**config.mk**
```make
export PLATFORM = sky130hd
export DESIGN_NAME = ivm_irq_vector_map_upper
export DESIGN_NICKNAME = d
export VERILOG_FILES = /design/src/core/ivm_pkg.sv /design/src/core/ivm_flag_cell.sv /design/src/core/ivm_arbiter.sv /design/src/core/ivm_irq_vector_map_upper.sv
export SDC_FILE = /design/constraint.sdc
export NUM_CORES = 1
export LEC_CHECK = 0
export ABC_CLOCK_PERIOD_IN_PS = 104400
export BUFFER_PORTS_ARGS = -buffer_cell sky130_fd_sc_hd__buf_2
export CAP_MARGIN = 20
export CORE_MARGIN = 1.5
export CORE_UTILIZATION = 30
export CTS_BUF_LIST = sky130_fd_sc_hd__clkbuf_8
export CTS_CLUSTER_SIZE = 12
export DETAILED_ROUTE_END_ITERATION = 7
export MAX_ROUTING_LAYER = met4
export SLEW_MARGIN = 20
export SYNTH_ARGS = -nofsm -noshare
export SYNTH_HDL_FRONTEND = slang
export SYNTH_SLANG_ARGS = --single-unit
```
**constraint.sdc**
```tcl
create_clock -name clk -period 104.4 [get_ports clk]
set_input_delay 15.66 -clock clk [delete_from_list [all_inputs] [get_ports clk]]
set_output_delay 15.66 -clock clk [all_outputs]
set_load 0.1 [all_outputs]
```
**src/core/ivm_pkg.sv**
```systemverilog
// Constants, register map and state types for the upper interrupt vector map.
// Assumes a single 100 MHz clock domain and a classic Wishbone register port.
//
// Function
// First UART fault/receive/transmit are requests 39-41, vector 32, slot 0 of group a.
// First two-wire collision/slave/master are requests 42-44, vector 33, slot 1.
// Port A/B/C input change are requests 45-47, vector 34, slot 2.
// Parallel port event and error are requests 48-49, vector 35, slot 3.
// Second SPI fault/receive/transfer are requests 50-52, vector 36, group b slot 0.
// Second UART error/receiver/transmitter are requests 53-55, vector 37, group b slot 1.
// Second two-wire collision/slave/master are requests 56-58, vector 38, group b slot 2.
// Four transfer channels are requests 60-63, own vectors 40-43, group c lanes.
// Requests 39 to 59 are persistent; the four transfer channels are not.
// Equal priority and sub-priority ties resolve by natural order; request 63 ranks lowest.
// Parallel port event raises vector 35 through flag and enable bit 16.
// A persistent flag sets again after clearing while its source stays active.
// Software reads individual flags under a shared vector and clears only handled ones.

package ivm_pkg;

   // ----------------------------------------------------------------
   // Register map (byte addresses)
   // ----------------------------------------------------------------
   localparam logic [7:0] ADR_FLAG = 8'h00;
   localparam logic [7:0] ADR_ENABLE = 8'h04;
   localparam logic [7:0] ADR_PRIO_A = 8'h08;
   localparam logic [7:0] ADR_PRIO_B = 8'h0c;
   localparam logic [7:0] ADR_PRIO_C = 8'h10;
   localparam logic [31:0] REG_RESET = 32'h0000_0000;
   localparam logic [31:0] FLAG_MASK = 32'hffff_ff80;
   localparam logic [31:0] PRIO_MASK = 32'h1f1f_1f1f;

   // ----------------------------------------------------------------
   // Source layout
   // ----------------------------------------------------------------
   localparam int NUM_SRC = 25;
   localparam int FLAG_LSB = 7;
   localparam int LANE_W = 8;
   localparam int PRIO_LSB = 2;
   localparam int PRIO_W = 3;
   localparam int SUB_W = 2;
   localparam logic [5:0] FIRST_IRQ = 6'h27;
   localparam logic [5:0] VEC_BASE = 6'h20;
   // Priority slot of each source, source 0 is request 39
   localparam logic [24:0][3:0] SRC_SLOT = {
      4'hb, 4'ha, 4'h9, 4'h8, 4'h7,
      4'h6, 4'h6, 4'h6, 4'h5, 4'h5, 4'h5, 4'h4, 4'h4, 4'h4,
      4'h3, 4'h3, 4'h2, 4'h2, 4'h2, 4'h1, 4'h1, 4'h1, 4'h0, 4'h0, 4'h0};
   localparam logic [24:0] SRC_PERSIST = 25'h01f_ffff;

   // ----------------------------------------------------------------
   // State types
   // ----------------------------------------------------------------
   typedef struct packed {
      logic flag;
      logic prev;
   } ivm_cell_s;

   typedef struct packed {
      logic [31:0] en;
      logic [31:0] pa;
      logic [31:0] pb;
      logic [31:0] pc;
      logic ack;
      logic [31:0] rdat;
      logic irq;
      logic vreq;
      logic [5:0] virq;
      logic [5:0] vnum;
      logic [2:0] vprio;
      logic [1:0] vsub;
   } ivm_state_s;

endpackage : ivm_pkg

```
**src/core/ivm_flag_cell.sv**
```systemverilog
// One interrupt flag: set by its source, cleared by a one written from software.
// Assumes the clear strobe is a single-cycle pulse from the register port.
`timescale 1ns/1ns
`default_nettype none

module ivm_flag_cell #(
   parameter bit PERSIST = 1'b1
) (
   // Clock and reset
   input wire logic clk,
   input wire logic reset_n,
   // Source and software clear
   input wire logic evt,
   input wire logic clr,
   // Flag state
   output logic flag
);

   ivm_pkg::ivm_cell_s q;
   ivm_pkg::ivm_cell_s d;
   logic set;

   always_comb begin
      d = q;
      // Persistent sources are levels; others latch only a rising edge
      set = PERSIST ? evt : (evt & ~q.prev);
      // Set wins over a clear in the same cycle, so an active level returns
      d.flag = set | (q.flag & ~clr);
      d.prev = evt;
   end

   always_ff @(posedge clk or negedge reset_n) begin
      if (!reset_n) begin
         q <= '0;
      end else begin
         q <= d;
      end
   end

   assign flag = q.flag;

endmodule : ivm_flag_cell
`default_nettype wire

```
**src/core/ivm_arbiter.sv**
```systemverilog
// Picks the winning pending source by priority, sub-priority, then natural order.
// Purely combinational; the caller registers its result.
`timescale 1ns/1ns
`default_nettype none

module ivm_arbiter (
   // Pending sources and the three priority registers
   input wire logic [24:0] pending,
   input wire logic [95:0] prio_all,
   // Winner
   output logic found,
   output logic [4:0] idx,
   output logic [2:0] prio,
   output logic [1:0] sub
);

   always_comb begin
      int base;
      logic [2:0] p;
      logic [1:0] s;
      base = 0;
      p = '0;
      s = '0;
      found = 1'b0;
      idx = '0;
      prio = '0;
      sub = '0;
      for (int i = 0; i < ivm_pkg::NUM_SRC; i++) begin
         base = int'(ivm_pkg::SRC_SLOT[i]) * ivm_pkg::LANE_W;
         p = prio_all[base + ivm_pkg::PRIO_LSB +: ivm_pkg::PRIO_W];
         s = prio_all[base +: ivm_pkg::SUB_W];
         // Priority zero keeps a source off; strict compare keeps the lower request
         if (pending[i] && (p != 3'h0) && (!found || {p, s} > {prio, sub})) begin
            found = 1'b1;
            idx = 5'(i);
            prio = p;
            sub = s;
         end
      end
   end

endmodule : ivm_arbiter
`default_nettype wire

```
**src/core/ivm_irq_vector_map_upper.sv**
```systemverilog
// Upper interrupt source map: flags, enables, priorities and vector request.
// Assumes a classic Wishbone master and source lines synchronous to clk.
//
// Implementation choices: register access over Wishbone and the placing of the registers.
`timescale 1ns/1ns
`default_nettype none

module ivm_irq_vector_map_upper (
   // Clock and reset
   input wire logic clk,
   input wire logic reset_n,
   // Wishbone slave
   input wire logic wb_cyc_i,
   input wire logic wb_stb_i,
   input wire logic wb_we_i,
   input wire logic [7:0] wb_adr_i,
   input wire logic [3:0] wb_sel_i,
   input wire logic [31:0] wb_dat_i,
   output logic [31:0] wb_dat_o,
   output logic wb_ack_o,
   // First UART
   input wire logic uart_one_fault,
   input wire logic uart_one_receive_done,
   input wire logic uart_one_transmit_done,
   // First two-wire unit
   input wire logic twi_one_collision,
   input wire logic twi_one_slave_event,
   input wire logic twi_one_master_event,
   // Input change
   input wire logic port_a_input_change,
   input wire logic port_b_input_change,
   input wire logic port_c_input_change,
   // Parallel port
   input wire logic parallel_port_event,
   input wire logic parallel_port_error,
   // Second SPI
   input wire logic spi_two_fault,
   input wire logic spi_two_receive_done,
   input wire logic spi_two_transfer_done,
   // Second UART
   input wire logic uart_two_error,
   input wire logic uart_two_receiver,
   input wire logic uart_two_transmitter,
   // Second two-wire unit
   input wire logic twi_two_collision,
   input wire logic twi_two_slave_event,
   input wire logic twi_two_master_event,
   // Charge measurement unit
   input wire logic charge_meas_event,
   // Transfer channels
   input wire logic xfer_channel_zero,
   input wire logic xfer_channel_one,
   input wire logic xfer_channel_two,
   input wire logic xfer_channel_three,
   // Towards the core
   output logic irq_o,
   output logic vec_req_o,
   output logic [5:0] vec_irq_o,
   output logic [5:0] vec_num_o,
   output logic [2:0] vec_prio_o,
   output logic [1:0] vec_sub_o
);

   ivm_pkg::ivm_state_s q;
   ivm_pkg::ivm_state_s d;
   logic [24:0] src_evt;
   logic [24:0] flags;
   logic [24:0] clr;
   logic [31:0] bmask;
   logic bus_req;
   logic bus_wr;
   logic [31:0] flag_reg;
   logic arb_found;
   logic [4:0] arb_idx;
   logic [2:0] arb_prio;
   logic [1:0] arb_sub;

   // ----------------------------------------------------------------
   // Source lines in request order, 39 at bit 0
   // ----------------------------------------------------------------
   assign src_evt = {
      xfer_channel_three, xfer_channel_two, xfer_channel_one, xfer_channel_zero,
      charge_meas_event,
      twi_two_master_event, twi_two_slave_event, twi_two_collision,
      uart_two_transmitter, uart_two_receiver, uart_two_error,
      spi_two_transfer_done, spi_two_receive_done, spi_two_fault,
      parallel_port_error, parallel_port_event,
      port_c_input_change, port_b_input_change, port_a_input_change,
      twi_one_master_event, twi_one_slave_event, twi_one_collision,
      uart_one_transmit_done, uart_one_receive_done, uart_one_fault};

   // ----------------------------------------------------------------
   // Bus decode
   // ----------------------------------------------------------------
   assign bus_req = wb_cyc_i & wb_stb_i & ~q.ack;
   assign bus_wr = bus_req & wb_we_i;
   assign flag_reg = {flags, {ivm_pkg::FLAG_LSB{1'b0}}};

   always_comb begin
      for (int b = 0; b < 4; b++) begin
         bmask[b*8 +: 8] = {8{wb_sel_i[b]}};
      end
   end

   // Writing a one clears a flag; other flags are left untouched
   assign clr = (bus_wr && wb_adr_i == ivm_pkg::ADR_FLAG)
              ? wb_dat_i[31:ivm_pkg::FLAG_LSB] & bmask[31:ivm_pkg::FLAG_LSB]
              : '0;

   // ----------------------------------------------------------------
   // Flags
   // ----------------------------------------------------------------
   genvar gi;
   generate
      for (gi = 0; gi < ivm_pkg::NUM_SRC; gi++) begin : g_flag
         ivm_flag_cell #(
            .PERSIST(ivm_pkg::SRC_PERSIST[gi])
         ) u_cell (
            .clk(clk),
            .reset_n(reset_n),
            .evt(src_evt[gi]),
            .clr(clr[gi]),
            .flag(flags[gi])
         );
      end
   endgenerate

   // ----------------------------------------------------------------
   // Arbitration
   // ----------------------------------------------------------------
   ivm_arbiter u_arb (
      .pending(flags & q.en[31:ivm_pkg::FLAG_LSB]),
      .prio_all({q.pc, q.pb, q.pa}),
      .found(arb_found),
      .idx(arb_idx),
      .prio(arb_prio),
      .sub(arb_sub)
   );

   // ----------------------------------------------------------------
   // Next state
   // ----------------------------------------------------------------
   always_comb begin
      d = q;
      d.ack = bus_req;
      d.rdat = '0;
      if (bus_req && !wb_we_i) begin
         case (wb_adr_i)
            ivm_pkg::ADR_FLAG: d.rdat = flag_reg;
            ivm_pkg::ADR_ENABLE: d.rdat = q.en;
            ivm_pkg::ADR_PRIO_A: d.rdat = q.pa;
            ivm_pkg::ADR_PRIO_B: d.rdat = q.pb;
            ivm_pkg::ADR_PRIO_C: d.rdat = q.pc;
            default: d.rdat = '0;
         endcase
      end
      if (bus_wr) begin
         case (wb_adr_i)
            ivm_pkg::ADR_ENABLE: begin
               d.en = ((q.en & ~bmask) | (wb_dat_i & bmask)) & ivm_pkg::FLAG_MASK;
            end
            ivm_pkg::ADR_PRIO_A: begin
               d.pa = ((q.pa & ~bmask) | (wb_dat_i & bmask)) & ivm_pkg::PRIO_MASK;
            end
            ivm_pkg::ADR_PRIO_B: begin
               d.pb = ((q.pb & ~bmask) | (wb_dat_i & bmask)) & ivm_pkg::PRIO_MASK;
            end
            ivm_pkg::ADR_PRIO_C: begin
               d.pc = ((q.pc & ~bmask) | (wb_dat_i & bmask)) & ivm_pkg::PRIO_MASK;
            end
            default: d.en = q.en;
         endcase
      end
      // Level output follows any enabled flag, priority aside
      d.irq = |(flags & q.en[31:ivm_pkg::FLAG_LSB]);
      d.vreq = arb_found;
      d.virq = arb_found ? ivm_pkg::FIRST_IRQ + 6'(arb_idx) : 6'h00;
      // Shared vectors: software tells the sources apart by reading flags
      d.vnum = arb_found ? ivm_pkg::VEC_BASE + 6'(ivm_pkg::SRC_SLOT[arb_idx]) : 6'h00;
      d.vprio = arb_found ? arb_prio : 3'h0;
      d.vsub = arb_found ? arb_sub : 2'h0;
   end

   always_ff @(posedge clk or negedge reset_n) begin
      if (!reset_n) begin
         q <= '0;
      end else begin
         q <= d;
      end
   end

   assign wb_ack_o = q.ack;
   assign wb_dat_o = q.rdat;
   assign irq_o = q.irq;
   assign vec_req_o = q.vreq;
   assign vec_irq_o = q.virq;
   assign vec_num_o = q.vnum;
   assign vec_prio_o = q.vprio;
   assign vec_sub_o = q.vsub;
endmodule : ivm_irq_vector_map_upper
`default_nettype wire

```
==> metrics.txt <==
status finished with violations; failing checks DRC; clock skew 0.0258 ns; area leader, netlist dfrtp_1; Sink Count 162; Die Height 213 µm; first-pass GRT wire length between 60000 and 70000 µm; Antenna Nets Post-Route 0; kind of critical path flip-flop to flip-flop; Flop pwr share about 46%; Avg Inst Size Synth roughly 8.5 µm²; WP data arrival between 40 and 50 ns; DP Worst Slack approximately 60 ns; CTS clk-pin slew, worst paths 0.10 ns; Area Overhead vs Synth 9.96%; Via-to-Cell Ratio between 5 and 6; Leak Pwr between 0.006 and 0.007 µW; Cell Rows 76; CTS Hold Buffers Added 0; via count of the first global-routing pass 11900; Final Critical Period roughly 45 ns; Post-synth top flop dfrtp_1; pin count of the biggest net entering global routing 93; clock power share a little over a third; CORE AREA ~43000 µm²; Post-synth EDFFs 0; clock buffer depth 2; CTS tree built; combinational power share around 17%; cell with the most instances after synthesis nand2_1; post-CTS setup buffers 0; Num CTS Buffers 17; peak supply drop ~0.000006 V; YS warnings 0; final setup TNS 0 ns; Overflow after GRT 0; sw frac ~32%; Fmax approximately 22 MHz; DR pass1 iterations 8; Hold Path Class flip-flop to flip-flop; CTS Root Cell clkbuf_8; Final nets around 1800; Die Wd between 200 and 250 µm; drt total wl 45100 µm; Cell Pwr Density 9.52 nW/µm²; GRT Total Usage about a fifth; 1st-iter DRT viols approximately 960; Skew-Pair Late Insertion Delay ~0.52 ns; Max-cap violations 0; Tightest Pin Transition ~1.1 ns; RSZ-0062 raised after global routing no; crit path capture type flip-flop; WP data required between 100 and 150 ns; final setup violation count 0; CTS-repair resized insts 0; Synth area leaders dfrtp_1, ha_1, mux2_2, nand2_1, o21ai_0; FF+latch count, synth roughly 160; Synth cell types 96; synth cell count leaders nand2_1, dfrtp_1, nor2_1, o21ai_0, ha_1; Synth Instances about 1600; sequential share of the synthesized area a little under a third; Routability Congestion 0.954; Worst Path Max Fanout 16; Slew HR between 20% and 30%; share of Yosys cell area claimed by the top area cell type a little under a third; Power Internal ~94 µW; Crit-path slowest cell a21oi_1; most used cell, CP o21ai_0; Avg WL per Cell roughly 20 µm; Port Buf Inserts between 100 and 150; DRC 1; DP Wirelength approximately 36000 µm; I/O pin cnt around 130; Slew Viols, Final 0; H-tree depth 4; layout cell share with drive strength beyond 1 a little under a fifth; ys async rst share 100%; P_sw ~45 µW; mapped cell area about 13000 µm²; Critical Path Max Stage Delay around 0.70 ns; Die ar. 45500 µm²; setup ws final between 50 and 60 ns; initial antenna violation count 1; crit start category flip-flop; Tcrit/Tclk final a little over two fifths; routed vias roughly 12000; initial core utilization between 30 and 40%; Final Hold Viols 0
==> power by group through the flow <==
stage / clock (µW) / combinational (µW) / sequential (µW)
2_1_floorplan: 0 / 15.6 / 65.8
3_3_place_gp: 0 / 23.1 / 65.4
3_5_place_dp: 0 / 23.5 / 65.4
4_1_cts: 51.7 / 23.6 / 64.2
5_1_grt: 54.1 / 26.0 / 64.3
6_report: 50.8 / 23.7 / 64.2
==> per-layer routing <==
layer	vias to the layer above	track usage [%]	wire length [µm]
li1	5819	-	-
met1	6064	27.7	20900
met2	465	31.8	20300
met3	59	3.62	3150
met4	0	4.42	759
met5	-	-	0
==> kinds of logic (layout without fill, tap and decap cells) <==
kind of cell | Yosys count | in the layout | share of synthesized area [%]
AOI/OAI and AO/OA | 456 | 456 | 24.7
xor gates and xnor gates | 2 | 2 | 0.132
adders and majority gates | 98 | 98 | 9.25
buffers and inverters | 188 | 258 | 6.84
DFF | 162 | 162 | 30.6
muxes | 112 | 112 | 9.25
other | 1 | 5 | 0.0283
and+or+nand+nor | 545 | 545 | 19.2
==> cell usage in the layout (no fill, tap or decap), types with 6 or more instances in the layout <==
cell type	n
or2_2	10
nor3_1	29
a31oi_1	17
nor2_1	148
nor2b_1	20
dfrtp_1	162
and2_1	12
nand2b_1	22
a311oi_1	6
o21ai_1	12
a222oi_1	21
mux2_2	84
inv_1	96
o211a_1	6
and3_1	20
o21ai_0	110
a2bb2oi_1	6
o22ai_1	6
nand2_1	184
buf_2	119
or3_1	8
buf_4	10
a21o_1	41
ha_1	98
o31a_1	6
o21a_1	8
o211ai_1	23
o21bai_1	6
clkbuf_8	18
a21oi_1	76
nand3_1	39
mux2i_1	28
a22oi_1	14
a211oi_1	9
nand4_1	18
==> cell type report <==
| type | instances | area, µm² |
|---|---|---|
| diodes | 2 | 5.00 |
| fillers | 4599 | 28800 |
| inverters | 96 | 360 |
| clock inverters | 14 | 169 |
| flip-flops and latches | 162 | 4050 |
| multi-input cells | 1216 | 8330 |
| well taps | 585 | 732 |
| repair buffers | 130 | 682 |
| clock buffers | 18 | 248 |
==> worst max-delay path, delay by kind of cell, from the launching register on <==
family	cells	cell delay [ns]
buffers and inverters	20	2.22
DFF	1	0.47
muxes	7	2.36
AOI/OAI and AO/OA	106	22.23
and+or+nand+nor	66	10.96
adders and majority gates	23	6.47
==> per-stage QoR <==
step | cells | hold slack, ns | power [µW] | instance area [µm²] | utilization [%]
after floorplan | 1566 | 0.400 | 81.4 | 13300 | -
after global placement | 2189 | 0.406 | 88.4 | 14200 | 32.6
after detailed placement | 2189 | 0.415 | 88.9 | 14200 | 32.6
after CTS | 2221 | 0.438 | 139 | 14600 | 33.6
after global routing | 2222 | 0.466 | 144 | 14600 | 33.6
final | 2223 | 0.434 | 139 | 14600 | 33.6
==> final timing paths <==
kind | startpoint | to | slack (ns) | depth (start not counted)
max in group asynchronous | reset_n | g_flag[1].u_cell.flag$_DFF_PN0_ | 87.67 | 2
min in group asynchronous | reset_n | g_flag[11].u_cell.flag$_DFF_PN0_ | 15.22 | 1
worst max-delay path | g_flag[2].u_cell.flag$_DFF_PN0_ | vec_num_o[0]$_DFF_PN0_ | 59.40 | 222
worst max register to register | g_flag[2].u_cell.flag$_DFF_PN0_ | vec_num_o[0]$_DFF_PN0_ | 59.40 | 222
worst min register to register | g_flag[24].u_cell.q[0]$_DFF_PN0_ | g_flag[24].u_cell.flag$_DFF_PN0_ | 0.43 | 1
worst min-delay path | g_flag[24].u_cell.q[0]$_DFF_PN0_ | g_flag[24].u_cell.flag$_DFF_PN0_ | 0.43 | 1
Note: power is estimated with default switching activity, not from simulation.
